### src/verilog/cbs_regs.svh
// constants for the bus cycle sequencer
`ifndef CBS_REGS_SVH
`define CBS_REGS_SVH
`define CBS_QUEUE_BYTES 4'h8
`define CBS_NMI_ADDR    24'hffff00
`define CBS_INT_ADDR    24'hfffe00
`define CBS_STAT_IDLE   4'h0
`define CBS_STAT_INTA   4'h4
`define CBS_STAT_INTAC  4'h5
`define CBS_STAT_EOI    4'h6
`define CBS_STAT_EOIC   4'h7
`define CBS_STAT_SEQ    4'h8
`define CBS_STAT_NSEQ   4'h9
`endif

### src/verilog/cbs_pkg.sv
// types for the bus cycle sequencer
package cbs_pkg;
  typedef enum logic [4:0] {
    ST_IDLE = 5'h01,
    ST_T1   = 5'h02,
    ST_T2   = 5'h04,
    ST_T3   = 5'h08,
    ST_T4   = 5'h10
  } cbs_state_t;
  typedef enum logic [2:0] {
    K_SEQ  = 3'h0,
    K_NSEQ = 3'h1,
    K_NMI  = 3'h2,
    K_INTA = 3'h3,
    K_INTC = 3'h4,
    K_EOI  = 3'h5,
    K_EOIC = 3'h6
  } cbs_kind_t;
endpackage : cbs_pkg

### src/verilog/cbs_queue.sv
// eight-byte instruction prefetch queue
`timescale 1ns/1ps
`include "cbs_regs.svh"
module cbs_queue
  import cbs_pkg::*;
(
  // clock and reset
  input  wire logic        clk_sys_i,
  input  wire logic        reset_i,
  // fill side
  input  wire logic        flush_i,
  input  wire logic        wr_i,
  input  wire logic        wr_hi_only_i,
  input  wire logic [15:0] wr_data_i,
  // drain side
  input  wire logic        pop_i,
  output logic      [7:0]  byte_o,
  output logic             byte_valid_o,
  output logic      [3:0]  free_o
);
  logic [7:0] mem [0:7];
  logic [2:0] wr_ptr;
  logic [2:0] rd_ptr;
  logic [3:0] count;
  logic       do_pop;
  logic [3:0] n_wr;

  assign do_pop = pop_i && (count != 4'h0);
  assign n_wr   = wr_i ? (wr_hi_only_i ? 4'h1 : 4'h2) : 4'h0;
  assign free_o = `CBS_QUEUE_BYTES - count;

  // low byte first, odd fetch carries only the high lane
  always_ff @(posedge clk_sys_i) begin
    if (wr_i && !flush_i) begin
      if (wr_hi_only_i) begin
        mem[wr_ptr] <= wr_data_i[15:8];
      end else begin
        mem[wr_ptr]        <= wr_data_i[7:0];
        mem[wr_ptr + 3'h1] <= wr_data_i[15:8];
      end
    end
  end

  always_ff @(posedge clk_sys_i or posedge reset_i) begin
    if (reset_i) begin
      wr_ptr <= 3'h0;
      rd_ptr <= 3'h0;
      count  <= 4'h0;
    end else if (flush_i) begin
      wr_ptr <= 3'h0;
      rd_ptr <= 3'h0;
      count  <= 4'h0;
    end else begin
      wr_ptr <= wr_ptr + n_wr[2:0];
      rd_ptr <= rd_ptr + {2'h0, do_pop};
      count  <= count + n_wr - {3'h0, do_pop};
    end
  end

  always_ff @(posedge clk_sys_i or posedge reset_i) begin
    if (reset_i) begin
      byte_o       <= 8'h00;
      byte_valid_o <= 1'b0;
    end else begin
      byte_valid_o <= do_pop && !flush_i;
      if (do_pop) begin
        byte_o <= mem[rd_ptr];
      end
    end
  end
endmodule : cbs_queue

### src/verilog/cbs_seq.sv
// bus cycle sequencer: wait states, prefetch, interrupt control
//
// Contract
// - every cycle kind issued here may be lengthened by wait states.
// - wait input sampled at end of T2 on the rising clock edge; the code acts on the pin level taken at the edge that starts T1.
// - a wait state repeats T3 with bus controls held unchanged.
// - sampled active adds one wait and resamples; inactive ends cycle.
// - prefetched bytes enter the next free slot of an 8-byte queue.
// - sequential prefetch whenever the bus is idle and queue has room.
// - sequential prefetch is an even-address word read, both lanes on.
// - after flush or flow break, next fetch carries non-sequential status.
// - only first fetch is non-sequential; even word or odd high byte.
// - nmi, maskable interrupt or vectored return-from-interrupt run control cycles.
// - control cycles use read timing, differ only in status code; here nmi and interrupt acknowledge share status 0100 and differ in address.
// - each interrupt control cycle reads a single byte.
// - even cascade address: high byte enable off, vector on lanes 0-7.
// - odd cascade address: high byte enable on, vector on lanes 8-15.
// - sequential fetch presents status 1000, first status bit lowest.
// - first fetch after a purge presents status 1001.
// - unextended cycle is four clocks T1 to T4; others are idle.
`timescale 1ns/1ps
`include "cbs_regs.svh"
module cbs_seq
  import cbs_pkg::*;
(
  // clock and reset
  input  wire logic        clk_sys_i,
  input  wire logic        reset_i,
  // bus pins
  input  wire logic        continuous_wait_n_i,
  input  wire logic [15:0] data_i,
  output logic      [23:0] address_o,
  output logic      [3:0]  bus_status_code_o,
  output logic             high_byte_enable_n_o,
  output logic             data_direction_in_n_o,
  output logic             addr_strobe_n_o,
  output logic             read_strobe_n_o,
  // core instruction side
  input  wire logic        flush_i,
  input  wire logic [23:0] target_i,
  input  wire logic        pop_i,
  output logic      [7:0]  byte_o,
  output logic             byte_valid_o,
  // core interrupt side
  input  wire logic        nmi_i,
  input  wire logic        int_i,
  input  wire logic        return_from_interrupt_op_i,
  input  wire logic        vectored_i,
  input  wire logic        cascaded_i,
  input  wire logic [23:0] cascade_addr_i,
  output logic      [7:0]  vector_o,
  output logic             int_done_o
);
  cbs_state_t state;
  cbs_state_t next_state;
  cbs_kind_t  kind;
  cbs_kind_t  next_kind;
  cbs_kind_t  casc_kind;
  logic [23:0] next_addr;
  logic        next_hbe_n;
  logic [23:0] fetch_addr;
  logic [1:0]  wait_sync;
  logic [15:0] data_s1;
  logic [15:0] data_s2;
  logic        wait_hold;
  logic        cap1;
  logic        cap2;
  logic        nseq_pend;
  logic        nmi_pend;
  logic        int_pend;
  logic        return_from_interrupt_op_pend;
  logic        casc_pend;
  logic        discard;
  logic        launch;
  logic        q_wr;
  logic [3:0]  q_free;
  logic [7:0]  lane_byte;

  function automatic logic [3:0] status_of(input cbs_kind_t k);
    unique case (k)
      K_SEQ:   status_of = `CBS_STAT_SEQ;
      K_NSEQ:  status_of = `CBS_STAT_NSEQ;
      K_NMI:   status_of = `CBS_STAT_INTA;
      K_INTA:  status_of = `CBS_STAT_INTA;
      K_INTC:  status_of = `CBS_STAT_INTAC;
      K_EOI:   status_of = `CBS_STAT_EOI;
      K_EOIC:  status_of = `CBS_STAT_EOIC;
      default: status_of = `CBS_STAT_IDLE;
    endcase
  endfunction : status_of

  function automatic logic is_fetch(input cbs_kind_t k);
    is_fetch = (k == K_SEQ) || (k == K_NSEQ);
  endfunction : is_fetch

  // pins pass two flops; wait is therefore seen two clocks late
  always_ff @(posedge clk_sys_i or posedge reset_i) begin
    if (reset_i) begin
      wait_sync <= 2'h3;
      data_s1   <= 16'h0000;
      data_s2   <= 16'h0000;
    end else begin
      wait_sync <= {wait_sync[0], continuous_wait_n_i};
      data_s1   <= data_i;
      data_s2   <= data_s1;
    end
  end

  // issue: cascade step, nmi, int, return, then fetches
  always_comb begin
    next_state = state;
    next_kind  = kind;
    next_addr  = address_o;
    next_hbe_n = high_byte_enable_n_o;
    launch     = 1'b0;
    unique case (state)
      ST_IDLE: begin
        if (!cap1 && !cap2) begin
          launch     = 1'b1;
          next_hbe_n = 1'b1;
          if (casc_pend) begin
            next_kind  = casc_kind;
            next_addr  = cascade_addr_i;
            next_hbe_n = ~cascade_addr_i[0];
          end else if (nmi_pend) begin
            next_kind = K_NMI;
            next_addr = `CBS_NMI_ADDR;
          end else if (int_pend) begin
            next_kind = K_INTA;
            next_addr = `CBS_INT_ADDR;
          end else if (return_from_interrupt_op_pend) begin
            next_kind = K_EOI;
            next_addr = `CBS_INT_ADDR;
          end else if (nseq_pend &&
                       (q_free >= (fetch_addr[0] ? 4'h1 : 4'h2))) begin
            next_kind  = K_NSEQ;
            next_addr  = fetch_addr;
            next_hbe_n = 1'b0;
          end else if (!nseq_pend && q_free >= 4'h2) begin
            next_kind  = K_SEQ;
            next_addr  = fetch_addr;
            next_hbe_n = 1'b0;
          end else begin
            launch = 1'b0;
          end
        end
        if (launch) begin
          next_state = ST_T1;
        end
      end
      ST_T1: next_state = ST_T2;
      ST_T2: next_state = ST_T3;
      ST_T3: begin
        // every kind here is extendable
        if (!wait_hold) begin
          next_state = ST_T4;
        end
      end
      ST_T4: next_state = ST_IDLE;
      default: next_state = ST_IDLE;
    endcase
  end

  always_ff @(posedge clk_sys_i or posedge reset_i) begin
    if (reset_i) begin
      state     <= ST_IDLE;
      kind      <= K_SEQ;
      wait_hold <= 1'b0;
    end else begin
      state     <= next_state;
      kind      <= next_kind;
      // sampled at end of T2, resampled each T3
      wait_hold <= (state == ST_T2 || state == ST_T3) && !wait_sync[1];
    end
  end

  // bus outputs flat through T3 since only T1 loads them
  always_ff @(posedge clk_sys_i or posedge reset_i) begin
    if (reset_i) begin
      address_o             <= 24'h000000;
      bus_status_code_o     <= `CBS_STAT_IDLE;
      high_byte_enable_n_o  <= 1'b1;
      data_direction_in_n_o <= 1'b1;
      addr_strobe_n_o       <= 1'b1;
      read_strobe_n_o       <= 1'b1;
    end else begin
      address_o             <= next_addr;
      high_byte_enable_n_o  <= next_hbe_n;
      bus_status_code_o     <= (next_state == ST_IDLE) ? `CBS_STAT_IDLE
                                                       : status_of(next_kind);
      data_direction_in_n_o <= (next_state == ST_IDLE);
      addr_strobe_n_o       <= (next_state != ST_T1);
      read_strobe_n_o       <= !(next_state == ST_T2 || next_state == ST_T3);
    end
  end

  // data taken two clocks after T4 begins, matching the sync delay
  always_ff @(posedge clk_sys_i or posedge reset_i) begin
    if (reset_i) begin
      cap1 <= 1'b0;
      cap2 <= 1'b0;
    end else begin
      cap1 <= (state == ST_T3) && !wait_hold;
      cap2 <= cap1;
    end
  end

  // fetch address and non-sequential mark; flush wins over launch
  always_ff @(posedge clk_sys_i or posedge reset_i) begin
    if (reset_i) begin
      fetch_addr <= 24'h000000;
      nseq_pend  <= 1'b1;
      discard    <= 1'b0;
    end else begin
      if (flush_i) begin
        fetch_addr <= target_i;
        nseq_pend  <= 1'b1;
        discard    <= 1'b1;
      end else begin
        if (launch && is_fetch(next_kind)) begin
          fetch_addr <= fetch_addr + (fetch_addr[0] ? 24'h1 : 24'h2);
        end
        if (launch && next_kind == K_NSEQ) begin
          nseq_pend <= 1'b0;
        end
        if (launch) begin
          discard <= 1'b0;
        end
      end
    end
  end

  // request flags: a new request beats the clear on launch
  always_ff @(posedge clk_sys_i or posedge reset_i) begin
    if (reset_i) begin
      nmi_pend  <= 1'b0;
      int_pend  <= 1'b0;
      return_from_interrupt_op_pend <= 1'b0;
    end else begin
      nmi_pend  <= nmi_i || (nmi_pend && !(launch && next_kind == K_NMI));
      int_pend  <= int_i || (int_pend && !(launch && next_kind == K_INTA));
      // non-vectored return needs no bus cycle
      return_from_interrupt_op_pend <= (return_from_interrupt_op_i && vectored_i) ||
                   (return_from_interrupt_op_pend && !(launch && next_kind == K_EOI));
    end
  end

  assign lane_byte = address_o[0] ? data_s2[15:8] : data_s2[7:0];
  assign q_wr      = cap2 && is_fetch(kind) && !discard;

  // completion: cascade second step, vector, done pulse
  always_ff @(posedge clk_sys_i or posedge reset_i) begin
    if (reset_i) begin
      casc_pend  <= 1'b0;
      casc_kind  <= K_INTC;
      vector_o   <= 8'h00;
      int_done_o <= 1'b0;
    end else begin
      int_done_o <= return_from_interrupt_op_i && !vectored_i;
      if (launch && casc_pend) begin
        casc_pend <= 1'b0;
      end
      if (cap2) begin
        unique case (kind)
          K_INTA, K_EOI: begin
            if (vectored_i && cascaded_i) begin
              casc_pend <= 1'b1;
              casc_kind <= (kind == K_INTA) ? K_INTC : K_EOIC;
            end else begin
              int_done_o <= 1'b1;
            end
            if (kind == K_INTA) begin
              vector_o <= data_s2[7:0];
            end
          end
          K_INTC: begin
            vector_o   <= lane_byte;
            int_done_o <= 1'b1;
          end
          K_NMI, K_EOIC: int_done_o <= 1'b1;
          K_SEQ, K_NSEQ: ;
          default: ;
        endcase
      end
    end
  end

  cbs_queue u_queue (
    .clk_sys_i    (clk_sys_i),
    .reset_i      (reset_i),
    .flush_i      (flush_i),
    .wr_i         (q_wr),
    .wr_hi_only_i (address_o[0]),
    .wr_data_i    (data_s2),
    .pop_i        (pop_i),
    .byte_o       (byte_o),
    .byte_valid_o (byte_valid_o),
    .free_o       (q_free)
  );
endmodule : cbs_seq

### config.mk
export PLATFORM = sky130hd
export DESIGN_NAME = cbs_seq
export DESIGN_NICKNAME = d
export VERILOG_FILES = /design/src/verilog/cbs_pkg.sv /design/src/verilog/cbs_queue.sv /design/src/verilog/cbs_seq.sv
export VERILOG_INCLUDE_DIRS = /design/src /design/src/verilog
export SDC_FILE = /design/constraint.sdc
export NUM_CORES = 1
export LEC_CHECK = 0
export BUFFER_PORTS_ARGS = -buffer_cell sky130_fd_sc_hd__buf_2
export CAP_MARGIN = 5
export CORE_MARGIN = 2
export CORE_UTILIZATION = 58
export DETAILED_ROUTE_END_ITERATION = 7
export GPL_ROUTABILITY_DRIVEN = 1
export PLACE_DENSITY_LB_ADDON = 0.08
export SLEW_MARGIN = 25
export SYNTH_ARGS = -nofsm -noshare
export SYNTH_HDL_FRONTEND = slang
export SYNTH_SLANG_ARGS = --single-unit
export TNS_END_PERCENT = 1
### constraint.sdc
create_clock -name clk_sys_i -period 5.4 [get_ports clk_sys_i]
set_input_delay 0.54 -clock clk_sys_i [delete_from_list [all_inputs] [get_ports clk_sys_i]]
set_output_delay 0.54 -clock clk_sys_i [all_outputs]
set_load 0.005 [all_outputs]
==> flow_summary_export.csv <==
group,metric,value,unit
die,rows,46,
setup_path,worst-path-buf-inv,3,
setup_path,reg2reg_depth,10,
grt,gr-total-overflow,0,
clock_tree,clock_sinks,200,
clock_tree,htreeDepth,4,
clock_tree,clk_pin_slew,0.08,ns
clock_tree,cts_root_buffer,"clkbuf_16",
clock_tree,post_cts_buffers,0,
synth,ys.flop_type,"dfrtp_1",
sta,drv_slew,0,
placed_design,port_buffers,123,
setup_path,required,5.72,ns
placed_design,place_hpwl,15.7,mm
routing,drc,0,
sta,tightest_slew,0.883,ns
cells_and_area,num_antenna_cells,0,
sta,fin_crit,3.34,ns
clock_tree,hold_buffers,0,
clock_tree,cts_resized,0,
sta,slew_headroom,41.0,%
synth,synth_edf_count,64,
synth,syn-cell-area,9580,µm²
synth,ys_seq_area_share,55.7,%
routing,first_iter_violations,645,
placed_design,routabilityCongestion,0.912,
sta,final_hold_viol_count,0,
setup_path,start_kind,"flop",
sta,fin_crit_sh,61.9,%
grt,grt_pass1_wl,36.9,mm
synth,syn_avg_cell_area,11.9,µm²
pwr,pwr_density_cell,413,nW/µm²
sta,skew,0.0103,ns
cells_and_area,fin_cells,1129,
synth,synthCells,802,
die,coreArea,16000,µm²
pwr,p_leak,4.40,nW
sta,tns,0,ns
setup_path,end_kind,"flop",
cells_and_area,final_nets,992,
synth,yosys_warnings,0,
hold_path,min_path_type,"primary input to flop",
status,status,"complete, no violations",
sta,setup_violations,0,
setup_path,cp_max_fo,27,
setup_path,r2r_start,"u_queue.count[0]",
cells_and_area,final_common_cell,"dfrtp_1",
setup_path,crit_slowest_cell,"a21o_1",
setup_path,crit_family,"compound AO/OA/AOI/OAI gates",
flow_run,drv_cap,0,
grt,grt_pass1_vias,6818,
clock_tree,cts_buffer_depth,2,
clock_tree,cts_tree,"built",
sta,rsz0062_at_grt,"false",
grt,grt_max_degree,95,
setup_path,cp_cell_sequence,"inv_1 -> ha_1 -> ha_1 -> nand2b_1 -> a21oi_1 -> o21a_1 -> buf_4 -> a21o_1 -> buf_4 -> mux2_1",
die,start_util,59.9,%
setup_path,reg2reg_to,"address_o[8]",
die,die-area,17600,µm²
setup_path,worstSetupPathType,"flop to flop",
die,io_pins,124,
cells_and_area,layout-drive-gt1-share,30.8,%
hold_path,worstHoldEndpoint,"data_s1[8]",
grt,track_usage,27.0,%
routing,ant_nets,0,
setup_path,ff2ff_setup_slack,2.06,ns
synth,synthesis.nets,894,
cells_and_area,fillers,1238,
setup_path,cp_slowest_stage_delay,0.66,ns
hold_path,whs_path_depth,1,
routing,post_drt_wl_per_cell,20.0,µm
setup_path,cp.arrival,3.66,ns
cells_and_area,synthToLayoutAreaGrowth,14.1,%
routing,first_pass_iters,5,
synth,ys_async_sr_fraction,68.0,%
sta,fmax,299,MHz
placed_design,place_inst,1097,
hold_path,worstHoldStart,"data_i[8]",
grt,antenna_found_initial,0,
clock_tree,clock_latency,0.44,ns
die,die_h,133,µm
cells_and_area,layout_common_cells,"dfrtp_1, buf_2, nand2_1",
die,die_w,133,µm
pwr,peakVddDrop,0.265,mV
routing,via_count,6676,
synth,ys_types,66,
clock_tree,cts_buffers,17,
routing,routed_via_density,5.91,
synth,synth_seq_cells,200,
routing,wl,22.6,mm
## flip-flops by register name, summed over array words and instances (netlist names), 5 cells and up
register,flops
u_queue.mem,64
address_o,24
fetch_addr,24
data_s1,16
data_s2,16
u_queue.byte_o,8
vector_o,8
state,5
## power breakdown
| group | total, mW | leakage, nW | switching, mW | internal, mW |
|---|---|---|---|---|
| Sequential | 2.01 | 2.21 | 0.223 | 1.79 |
| Combinational | 1.22 | 1.89 | 0.674 | 0.543 |
| Clock | 1.28 | 0.296 | 0.648 | 0.635 |
## cell usage after synthesis, types with 19 or more instances
| cell | n | area share, % |
|---|---|---|
| dfrtp_1 | 128 | 33 |
| nand2_1 | 98 | 3.8 |
| edfxtp_1 | 64 | 20 |
| mux2_2 | 64 | 7.5 |
| o21ai_1 | 46 | 2.4 |
| nor2_1 | 41 | 1.6 |
| clkbuf_1 | 27 | 1.1 |
| xnor2_1 | 27 | 2.5 |
| inv_1 | 21 | 0.82 |
| o21ai_0 | 21 | 1.1 |
| mux2i_1 | 19 | 2.0 |
## cell families (layout without fill, tap and decap cells)
kind of cell               Yosys count  after routing  share of synthesized area, %
muxes                              101            101                          13.5
buffers and inverters               74            185                          3.37
adders and majority gates           18             18                          2.51
AOI/OAI and AO/OA                  139            139                          8.85
DFF                                200            200                          55.7
xor gates and xnor gates            31             31                          2.83
and+or+nand+nor                    239            239                          13.2
## layer usage
metal | GRT usage, % | vias up | wire length [µm]
li1 | - | 3090 | -
met1 | 39.8 | 3269 | 9920
met2 | 41.0 | 297 | 10600
met3 | 5.48 | 20 | 1770
met4 | 7.53 | 0 | 236
met5 | 0 | - | 0
## area by class of cell
type,count,area (µm²),share of cell area [%]
Multi-Input combinational cell,528,3940,36.1
Clock inverter,15,190,1.74
Sequential cell,200,5340,48.8
Inverter,22,87.6,0.801
Tap cell,216,270,2.47
Clock buffer,17,425,3.89
Timing Repair Buffer,131,676,6.18
## per-stage QoR
step	area (µm²)	power, mW	util [%]	worst slack [ns]	hold WS, ns
3_5_place_dp	10300	3.25	64.4	2.09	0.335
3_3_place_gp	10300	3.20	64.4	2.01	0.333
5_1_grt	10900	4.76	68.3	1.81	0.180
4_1_cts	10900	4.54	68.2	2.10	0.183
2_1_floorplan	9580	2.87	-	1.23	0.331
6_report	10900	4.51	68.3	2.06	0.201
## how the worst max path moves through the flow
stage	start	end	slack (ns)	cells after the start
2_1_floorplan	reset_i	address_o[0]	1.23	1
3_3_place_gp	kind[2]	u_queue.mem[4][5]	2.01	5
3_5_place_dp	u_queue.count[0]	address_o[8]	2.09	10
4_1_cts	u_queue.count[0]	address_o[8]	2.10	10
5_1_grt	u_queue.count[0]	address_o[8]	1.81	10
6_report	u_queue.count[0]	address_o[8]	2.06	10
(Power assumes the default switching activity.)
